===== src/scs_defines.vh =====
`ifndef SCS_DEFINES_VH
`define SCS_DEFINES_VH

// ----------------------------------------
// Clock and resolution
// ----------------------------------------
`define SCS_CLK_MHZ      250
`define SCS_RES_BITS     18
`define SCS_FIFO_DEPTH   16

// ----------------------------------------
// Timing, in ns and derived cycles
// ----------------------------------------
// Aperture delay: least time, rounded up
`define SCS_APER_NS      2
`define SCS_APER_CYC     ((`SCS_APER_NS * `SCS_CLK_MHZ + 999) / 1000)
// One conversion clock period per bit trial
`define SCS_BIT_NS       40
`define SCS_BIT_CYC      ((`SCS_BIT_NS * `SCS_CLK_MHZ + 999) / 1000)
// Shortest start-to-start period at full rate
`define SCS_MAX_SPS      250000
`define SCS_PERIOD_NS    4000
`define SCS_PERIOD_CYC   (`SCS_PERIOD_NS * `SCS_CLK_MHZ / 1000)
`define SCS_CNT_W        8

// ----------------------------------------
// Result codes, two's complement
// ----------------------------------------
`define SCS_CODE_MID     18'h00000
`define SCS_CODE_MID_M1  18'h3ffff
`define SCS_CODE_POS_FS  18'h1ffff
`define SCS_CODE_NEG_FS  18'h20000

`endif


===== src/scs_sar_sequencer.v =====
// How it works
// - Host rising start edge ends acquisition, starts conversion
// - Input held a fixed aperture delay after edge
// - Open ground switches first, then ground arrays
// - Eighteen decisions, MSB first, matched arrays
// - Each trial switches one element ground-to-reference
// - After last bit: acquire, emit code, drop busy
// - Internal conversion clock times all trials
// - Supports up to 250k conversions per second
// - Powered down between conversions
// - Result belongs to its own conversion
// - Two's complement coding, midscale is zero
// - Overrange saturates to most positive code
// - Underrange saturates to most negative code
`include "scs_defines.vh"
`default_nettype none

// ----------------------------------------
// Wrapping pointer
// ----------------------------------------
module scs_ptr #(
   parameter AW = 4
) (
   input  wire        ref_clk_in,
   input  wire        srst_in,
   input  wire        inc_in,
   output reg  [AW:0] ptr_out
);
   // Extra top bit tells full from empty
   always @(posedge ref_clk_in) begin
      if (srst_in) begin
         ptr_out <= {(AW+1){1'b0}};
      end else if (inc_in) begin
         ptr_out <= ptr_out + 1'b1;
      end
   end
endmodule // scs_ptr

// ----------------------------------------
// Result FIFO
// ----------------------------------------
module scs_fifo #(
   parameter W = 18,
   parameter D = 16
) (
   input  wire         ref_clk_in,
   input  wire         srst_in,
   input  wire         wr_valid_in,
   output wire         wr_ready_out,
   input  wire [W-1:0] wr_data_in,
   output wire         rd_valid_out,
   input  wire         rd_ready_in,
   output wire [W-1:0] rd_data_out
);
   localparam AW = $clog2(D);

   reg [W-1:0] mem [0:D-1];
   wire [AW:0] wr_ptr_q;
   wire [AW:0] rd_ptr_q;
   wire        full;
   wire        empty;
   wire        do_wr;
   wire        do_rd;

   assign full  = (wr_ptr_q[AW] != rd_ptr_q[AW]) &&
                  (wr_ptr_q[AW-1:0] == rd_ptr_q[AW-1:0]);
   assign empty = (wr_ptr_q == rd_ptr_q);
   assign wr_ready_out = !full;
   assign rd_valid_out = !empty;
   assign do_wr = wr_valid_in && !full;
   assign do_rd = rd_ready_in && !empty;
   // Memory read is combinational, straight from the array word itself
   assign rd_data_out = mem[rd_ptr_q[AW-1:0]];

   always @(posedge ref_clk_in) begin
      if (do_wr) begin
         mem[wr_ptr_q[AW-1:0]] <= wr_data_in;
      end
   end

   scs_ptr #(
      .AW (AW)
   ) wr_ptr_i (
      .ref_clk_in (ref_clk_in),
      .srst_in    (srst_in),
      .inc_in     (do_wr),
      .ptr_out    (wr_ptr_q)
   );

   scs_ptr #(
      .AW (AW)
   ) rd_ptr_i (
      .ref_clk_in (ref_clk_in),
      .srst_in    (srst_in),
      .inc_in     (do_rd),
      .ptr_out    (rd_ptr_q)
   );
endmodule // scs_fifo

// ----------------------------------------
// Conversion sequencer
// ----------------------------------------
module scs_sar_sequencer #(
   parameter RES        = `SCS_RES_BITS,
   parameter FIFO_DEPTH = `SCS_FIFO_DEPTH,
   parameter APER_CYC   = `SCS_APER_CYC,
   parameter BIT_CYC    = `SCS_BIT_CYC
) (
   input  wire           ref_clk_in,
   input  wire           srst_in,
   input  wire           convert_start_input_in,
   output wire           start_ready_out,
   input  wire           comp_in,
   output reg            hold_out,
   output reg            input_connect_out,
   output reg            array_ground_out,
   output reg            positive_array_ground_switch_out,
   output reg            negative_array_ground_switch_out,
   output reg  [RES-1:0] pos_array_ref_out,
   output reg  [RES-1:0] neg_array_ref_out,
   output reg            power_up_out,
   output reg            busy_out,
   output wire           result_valid_out,
   input  wire           result_ready_in,
   output wire [RES-1:0] result_data_out
);
   localparam [5:0] ST_ACQ   = 6'h01;
   localparam [5:0] ST_APER  = 6'h02;
   localparam [5:0] ST_SWOPN = 6'h04;
   localparam [5:0] ST_GND   = 6'h08;
   localparam [5:0] ST_TRIAL = 6'h10;
   localparam [5:0] ST_DONE  = 6'h20;
   localparam CW = `SCS_CNT_W;
   localparam IW = $clog2(RES);

   reg  [5:0]     state_q;
   reg  [5:0]     state_d;
   reg  [CW-1:0]  cnt_q;
   reg  [CW-1:0]  cnt_d;
   reg  [IW-1:0]  idx_q;
   reg  [IW-1:0]  idx_d;
   reg  [RES-1:0] trial_q;
   reg  [RES-1:0] trial_d;
   reg            start_prev_q;
   reg            push;
   wire           start_edge;
   wire           conv_tick;
   wire           fifo_ready;
   wire [RES-1:0] twos_code;
   wire [31:0]    aper_m1;
   wire [31:0]    bit_m1;
   wire [31:0]    msb_m1;
   wire [CW-1:0]  aper_ld;
   wire [CW-1:0]  bit_ld;
   wire [IW-1:0]  msb_idx;

   // ----------------------------------------
   // Load values cut to counter width
   // ----------------------------------------
   // Counts above the counter width would wrap; keep parameters small
   assign aper_m1 = APER_CYC - 1;
   assign bit_m1  = BIT_CYC - 1;
   assign msb_m1  = RES - 1;
   assign aper_ld = aper_m1[CW-1:0];
   assign bit_ld  = bit_m1[CW-1:0];
   assign msb_idx = msb_m1[IW-1:0];

   // ----------------------------------------
   // Start edge and acceptance
   // ----------------------------------------
   always @(posedge ref_clk_in) begin
      if (srst_in) begin
         start_prev_q <= 1'b0;
      end else begin
         start_prev_q <= convert_start_input_in;
      end
   end

   assign start_edge = convert_start_input_in && !start_prev_q;
   // Refuse a start with no room, so no result is ever dropped
   assign start_ready_out = (state_q == ST_ACQ) && fifo_ready;

   // ----------------------------------------
   // Conversion clock divider
   // ----------------------------------------
   // Counter only runs out of acquisition, so it idles with the core
   assign conv_tick = (cnt_q == {CW{1'b0}});

   // Offset binary to two's complement; extremes clip naturally
   assign twos_code = {~trial_q[RES-1], trial_q[RES-2:0]};

   // ----------------------------------------
   // Next-state logic
   // ----------------------------------------
   always @* begin
      state_d = state_q;
      cnt_d   = cnt_q;
      idx_d   = idx_q;
      trial_d = trial_q;
      push    = 1'b0;
      case (state_q)
         ST_ACQ: begin
            // Edges while busy never reach here
            if (start_edge && fifo_ready) begin
               state_d = ST_APER;
               cnt_d   = aper_ld;
            end
         end
         ST_APER: begin
            if (conv_tick) begin
               state_d = ST_SWOPN;
            end else begin
               cnt_d = cnt_q - 1'b1;
            end
         end
         ST_SWOPN: begin
            state_d = ST_GND;
         end
         ST_GND: begin
            state_d = ST_TRIAL;
            idx_d   = msb_idx;
            trial_d = {1'b1, {(RES-1){1'b0}}};
            cnt_d   = bit_ld;
         end
         ST_TRIAL: begin
            if (conv_tick) begin
               // Comparator low means the trial overshot
               if (!comp_in) begin
                  trial_d[idx_q] = 1'b0;
               end
               if (idx_q == {IW{1'b0}}) begin
                  state_d = ST_DONE;
               end else begin
                  idx_d = idx_q - 1'b1;
                  trial_d[idx_q - 1'b1] = 1'b1;
                  cnt_d = bit_ld;
               end
            end else begin
               cnt_d = cnt_q - 1'b1;
            end
         end
         ST_DONE: begin
            push    = 1'b1;
            state_d = ST_ACQ;
         end
         default: begin
            state_d = ST_ACQ;
         end
      endcase
   end

   // ----------------------------------------
   // State registers
   // ----------------------------------------
   always @(posedge ref_clk_in) begin
      if (srst_in) begin
         state_q <= ST_ACQ;
         cnt_q   <= {CW{1'b0}};
         idx_q   <= {IW{1'b0}};
         trial_q <= {RES{1'b0}};
      end else begin
         state_q <= state_d;
         cnt_q   <= cnt_d;
         idx_q   <= idx_d;
         trial_q <= trial_d;
      end
   end

   // ----------------------------------------
   // Analogue controls, all registered
   // ----------------------------------------
   always @(posedge ref_clk_in) begin
      if (srst_in) begin
         hold_out                         <= 1'b0;
         input_connect_out                <= 1'b1;
         array_ground_out                 <= 1'b0;
         positive_array_ground_switch_out <= 1'b1;
         negative_array_ground_switch_out <= 1'b1;
         pos_array_ref_out                <= {RES{1'b0}};
         neg_array_ref_out                <= {RES{1'b0}};
         power_up_out                     <= 1'b0;
         busy_out                         <= 1'b0;
      end else begin
         case (state_d)
            ST_ACQ: begin
               // Track again, core asleep until next start
               hold_out                         <= 1'b0;
               input_connect_out                <= 1'b1;
               array_ground_out                 <= 1'b0;
               positive_array_ground_switch_out <= 1'b1;
               negative_array_ground_switch_out <= 1'b1;
               pos_array_ref_out                <= {RES{1'b0}};
               neg_array_ref_out                <= {RES{1'b0}};
               power_up_out                     <= 1'b0;
               busy_out                         <= 1'b0;
            end
            ST_APER: begin
               power_up_out <= 1'b1;
               busy_out     <= 1'b1;
            end
            ST_SWOPN: begin
               hold_out                         <= 1'b1;
               positive_array_ground_switch_out <= 1'b0;
               negative_array_ground_switch_out <= 1'b0;
            end
            ST_GND: begin
               // Only after the switches opened a cycle ago
               input_connect_out <= 1'b0;
               array_ground_out  <= 1'b1;
            end
            ST_TRIAL: begin
               pos_array_ref_out <= trial_d;
               neg_array_ref_out <= ~trial_d;
            end
            ST_DONE: begin
               pos_array_ref_out <= trial_d;
               neg_array_ref_out <= ~trial_d;
            end
            default: begin
               power_up_out <= 1'b0;
            end
         endcase
      end
   end

   // ----------------------------------------
   // Result buffer
   // ----------------------------------------
   // Start to push is far below the 4 us full-rate period
   scs_fifo #(
      .W (RES),
      .D (FIFO_DEPTH)
   ) u_fifo (
      .ref_clk_in   (ref_clk_in),
      .srst_in      (srst_in),
      .wr_valid_in  (push),
      .wr_ready_out (fifo_ready),
      .wr_data_in   (twos_code),
      .rd_valid_out (result_valid_out),
      .rd_ready_in  (result_ready_in),
      .rd_data_out  (result_data_out)
   );
endmodule // scs_sar_sequencer

`default_nettype wire


===== config.mk =====
export PLATFORM = sky130hd
export DESIGN_NAME = scs_sar_sequencer
export DESIGN_NICKNAME = d
export VERILOG_FILES = /design/src/scs_sar_sequencer.v
export VERILOG_INCLUDE_DIRS = /design/src
export SDC_FILE = /design/constraint.sdc
export NUM_CORES = 1
export LEC_CHECK = 0
export ABC_AREA = 1
export BUFFER_PORTS_ARGS = -buffer_cell sky130_fd_sc_hd__buf_2
export CAP_MARGIN = 40
export CORE_ASPECT_RATIO = 1.2
export CORE_MARGIN = 10
export CORE_UTILIZATION = 40
export CTS_CLUSTER_SIZE = 20
export DETAILED_ROUTE_END_ITERATION = 8
export PLACE_DENSITY = 0.56
export SKIP_LAST_GASP = 1
export SLEW_MARGIN = 20
export SYNTH_ARGS = -nofsm -noshare
export SYNTH_HDL_FRONTEND = slang
export SYNTH_SLANG_ARGS = --single-unit
export TNS_END_PERCENT = 1

===== constraint.sdc =====
create_clock -name ref_clk_in -period 2.5 [get_ports ref_clk_in]
set_clock_uncertainty 0.05 [all_clocks]
set_input_delay 0.125 -clock ref_clk_in [delete_from_list [all_inputs] [get_ports ref_clk_in]]
set_output_delay 0.125 -clock ref_clk_in [all_outputs]
set_load 0.01 [all_outputs]

**Yosys cells after proc, flatten, opt, wreduce, memory -nomap -nowiden**

Memory sizes are Yosys's and may differ from the RTL's. A register that Yosys moved wholly into a read port is not among the register bits.
Cells that the tools add are included.

- Register bits after elaboration: 90
- RAM bits: 288
- Input port bits: 5
- Word-level logic and storage cells: 108
- Memories: 1

Memory list:

| name | words | width | read ports | clocked after memory_dff | write ports | line | RTL |
|---|---|---|---|---|---|---|---|
| u_fifo.mem | 16 | 18 | 1 | 1 | 1 | scs_sar_sequencer.v:57 | `reg [W-1:0] mem [0:D-1];` |

- $add $sub $neg: 4
- $lt $le $gt $ge: 4
- Equality and inequality tests: 20
- Muxes and demuxes: 36
- Bitwise operators: 5
- Reductions and logical operators: 23

Operators with widths:

| cell | count |
|---|---|
| 18-bit one-hot mux with 2 select lines | 3 |
| 18-bit two-way mux | 5 |
| 18-bit NOT | 2 |
| 8-bit two-way mux | 4 |
| 8-bit one-hot mux with 4 select lines | 1 |
| 6-bit one-hot mux with 5 select lines | 1 |
| 6-bit two-way mux | 4 |
| 18-bit AND | 1 |
| 18-bit bitwise OR | 1 |
| 6-bit by 1-bit == test with 1-bit output, second input constant | 2 |
| 6-bit by 2-bit == test with 1-bit output, second input constant | 2 |
| 6-bit by 3-bit == test with 1-bit output, second input constant | 2 |
| 6-bit by 4-bit == test with 1-bit output, second input constant | 2 |
| 6-bit by 5-bit == test with 1-bit output, second input constant | 2 |
| 6-bit == test, second input constant | 2 |
| 5-bit by 6-bit less-than comparator with 1-bit output, second input constant | 2 |
| 1-bit one-hot mux with 2 select lines | 6 |
| 5-bit by 1-bit adder with 5-bit output, second input constant | 2 |
| 1-bit demux with 5-bit select | 2 |
| 5-bit by 1-bit greater-or-equal comparator with 1-bit output, second input constant | 2 |
| 5-bit two-way mux | 2 |
| 5-bit one-hot mux with 2 select lines | 1 |
| 2-bit nonzero test | 5 |
| 1-bit logical AND | 8 |
| other kinds (19) | 28 |

**Logic depth before layout (Yosys ltp)**

- Depth after elaboration: 15
- Depth in mapped cells: 14

**Modules after synthesis**

Synthesis repeated with hierarchy kept, for this count alone.

- Cells, all modules: 1,792
- Area total of the unflattened synthesis: 16,831.1 um2

By module, submodules not included:

| module | instances | cells an instance | area each (um2) | sequential area each (um2) |
|---|---|---|---|---|
| scs_fifo | 1 | 1,227 | 12,610.8 | 8,648.3 |
| scs_sar_sequencer | 1 | 507 | 3,792.4 | 1,601.5 |
| scs_ptr | 2 | 29 | 214.0 | 100.1 |

**Worst setup path before layout**

OpenSTA, ideal clock, no wires.

- Path type: register -> register
- Start: reg state_q[2]
- End: mem u_fifo.mem[0][0] (enable)
- Arrival time: 1,824 ps
- Required time: 2,058 ps
- Setup slack: 233 ps
- Cell stages (with the launch flop): 8
- Clock period less this slack: 2,267 ps
- Cells stage by stage: dfxtp_1 -> nor2_2 -> nand2_2 -> nor3_1 -> nand2_1 -> inv_1 -> nand2_1 -> nor2_1

- Longest elaborated chain between the ends: 5

Ends and longest elaborated chain:

| element | line | RTL |
|---|---|---|
| from (decl) | scs_sar_sequencer.v:136 | `reg [5:0] state_q;` |
| from (signal assigned) | scs_sar_sequencer.v:262 | `state_q <= state_d;` |
| 6-bit == test | scs_sar_sequencer.v:201 | `case (state_q)` |
| 1-bit two-way mux | scs_sar_sequencer.v:201 |  |
| 1-bit logical AND | scs_sar_sequencer.v:70 | `assign do_wr = wr_valid_in && !full;` |
| 1-bit two-way mux | scs_sar_sequencer.v:76 | `if (do_wr) begin` |
| 1-bit two-way mux (implied by the code) | scs_sar_sequencer.v:77 | `mem[wr_ptr_q[AW-1:0]] <= wr_data_in;` |
| to (decl) | scs_sar_sequencer.v:57 |  |

Every way passes these cells.

==> impl_results.md <==
- Outcome: complete, no violations
- CTS root buffer: clkbuf_16
- Bufs on Longest Clock Path: 3
- Mapped Cells: 1399
- FF+latch count, synth: 382
- Lkg Pwr: 6.56 nW
- Pre-CTS WS: 0.274 ns
- Largest net degree at the start of global routing: 89
- Clock tree sinks: 382
- Post-synth top cells: edfxtp_1, nand2_1, a21oi_1, inv_1, o21ai_0
- Die W: 203 um
- Max-slew headroom: 47.2%
- CTS clk-pin slew, worst paths: 0.06 ns
- First-pass GRT wire length: 62200 um
- Worst Path Arrival: 2.20 ns
- GRT overflow: 0
- Initial Utilization: 40.4%
- Yosys warns: 0
- Max Fanout on Critical Path: 88
- Yosys top cell area share: 53.7%
- Vias: 10800
- Async set or reset register ratio after synthesis: 0%
- Met1 usage: 19.9%
- Busiest grt layer: met2
- Syn Nets: 1415
- Drt pass-1 iters: 5
- Post-CTS setup buffer count: 0
- Max Slew Vio Count: 0
- Biggest area consumer among synthesized cells: edfxtp_1
- Final setup fails: 0
- Layout cells sized above 1: 16.4%
- Area delta synth->final: 15.2%
- Residual DRC: 0
- Vias in the first global route: 10800
- H-tree levels: 2
- Grt met2 use: 28.2%
- Primary FF master, synth: edfxtp_1
- Hold Vio Cnt, Final: 0
- Setup WS post-layout: 0.121 ns
- Crit path kind: flip-flop to output port
- Detail Route Antenna Nets: 0
- Met3 GRT Util: 2.80%
- Cell variety after synth: 36
- Peak VDD IR: 0.000455 V
- Avg Inst Size Synth: 11.5 sq um
- Antenna violations before repair: 0
- Final #Nets: 1500
- IO buf count: 67
- Startpoint Class: flip-flop
- Placed inst area: 17200 sq um
- Routability Congestion: 0.853
- Min Clock Period, post-route: 2.38 ns
- Hpwl dp: 25100 um
- Routed len/inst: 19.6 um
- Top cells by area, synth: edfxtp_1, dfxtp_1, a21oi_1
- Max Clock Freq: 420 MHz
- Fill count: 3705
- Worst skew pair latency: 0.53 ns
- Vias per cell: 5.26
- Register area: 10500 sq um
- Netlist Area Pre-Place: 16100 sq um
- Core area: 39800 sq um
- Cell with the most instances after synthesis: edfxtp_1
- CTS tree: built
- Row cnt: 80
- Top Ports: 68
- Tcrit/Tclk final: 95.2%
- Number of synthesized flops with an enable pin: 288
- PD cells: 738 nW/um^2
- Full die area: 48700 sq um
- Tot GR Track Use: 16.2%
- CTS buffer count: 41
- Diodes inserted: 0
- Multi-input logic area: 4760 sq um
- RSZ-0062 raised after global routing: true
- Worst slew pin tran: 0.792 ns
- Data required time at the worst endpoint: 2.33 ns
- MaxCap Viol Count: 0
- Drt total wl: 40200 um
- Final instance area: 18600 sq um
- Register area share after synthesis: 65.4%
- Initial DRC count: 726
- CP Capture Type: output port
- Die Y: 240 um
- Min-delay worst type: input port to flip-flop
-- worst max-delay path: stages (launching register included) --
cell,delay [ns]
dfxtp_4,0.43
buf_12,0.36
mux2i_1,0.22
o21ai_0,0.09
o211ai_1,0.26
nand2_1,0.08
buf_2,0.15
-- metal layers --
metal	vias to the layer above	part of all wire, %
met1	5236	43
met3	71	4.5
met2	260	49
li1	5211	-
met5	-	0
met4	0	2.9
-- through the flow --
stage | TNS [ns] | instances | hold WS, ns | power, W | util (%)
after floorplan | 0 | 1399 | 0.200 | 0.00773 | -
after global placement | 0 | 1972 | 0.316 | 0.00801 | 43.3
after detailed placement | 0 | 1972 | 0.329 | 0.00802 | 43.3
after CTS | 0 | 2048 | 0.0778 | 0.0138 | 46.6
after global routing | -0.0143 | 2048 | 0.140 | 0.0142 | 46.6
final | 0 | 2048 | 0.120 | 0.0137 | 46.6
-- timing repair --
action / CTS / global route
hold endpoints to repair: 4 / 0
resized for setup: 0 / 1
setup endpoints to repair: 0 / 4
hold buffers: 2 / 0
-- cells in the final DEF (no fill, tap or decap), drive strengths merged --
cell type | netlist | layout
edfxtp | 288 | 288
clkbuf | 43 | 54
nand2 | 175 | 175
ha | 11 | 11
a21oi | 148 | 148
clkinvlp | 0 | 3
o211ai | 72 | 72
nand3b | 3 | 3
nor2 | 65 | 65
nand3 | 99 | 99
clkinv | 4 | 15
dlygate4sd3 | 0 | 2
a31oi | 1 | 1
dfxtp | 94 | 94
buf | 37 | 120
inv | 119 | 122
nor3 | 8 | 8
o21bai | 7 | 7
bufinv | 0 | 3
xor2 | 9 | 9
a211oi | 1 | 1
mux2i | 72 | 72
nand4 | 41 | 41
o21ai | 102 | 102
-- power by group --
| part | switching [W] | internal [W] | leakage [nW] |
|---|---|---|---|
| Sequential | 0.0000273 | 0.00675 | 3.42 |
| Combinational | 0.000716 | 0.000388 | 2.52 |
| Clock | 0.00240 | 0.00340 | 0.618 |
-- sequential cells by signal (all words and copies together) (netlist names), 5 cells and up, named ones only --
| signal | cells |
|---|---|
| trial_q | 18 |
| u_fifo.wr_ptr_i.ptr_out | 5 |
| cnt_q | 8 |
| u_fifo.mem | 288 |
| state_q | 6 |
| pos_array_ref_out | 18 |
| idx_q | 5 |
| u_fifo.rd_ptr_i.ptr_out | 5 |
| neg_array_ref_out | 18 |
-- area by class of cell --
| cell class | count | share of cell area (%) |
|---|---|---|
| Clock inverter | 20 | 1.00 |
| Clock buffer | 54 | 5.90 |
| Multi-Input combinational cell | 814 | 25.7 |
| Sequential cell | 382 | 56.8 |
| Tap cell | 533 | 3.59 |
| Timing Repair Buffer | 122 | 4.57 |
| Inverter | 123 | 2.49 |
-- cell families (layout without fill, tap and decap cells) --
family,after synthesis,count (layout),share of synthesized area (%)
simple gates,391,391,11.9
fa+ha+maj,11,11,0.854
buf+inv,203,319,5.34
compound gates,331,331,11.6
xor+xnor,9,9,0.489
mux,72,72,4.47
flops,382,382,65.4
-- path summary, 6_finish.rpt --
kind	to	cells past startpoint	slack, ns	startpoint
worst max-delay path	result_data_out[0]	6	0.12	flip-flop
worst min-delay path	trial_q[11]$_SDFF_PP0_	5	0.12	comp_in
worst max register to register	neg_array_ref_out[6]$_SDFFE_PP0P_	12	0.23	idx_q[0]$_SDFFE_PP0P_
worst min register to register	power_up_out$_SDFFE_PP0N_	2	0.39	power_up_out$_SDFFE_PP0N_
Power figures use the tool's default switching activity.
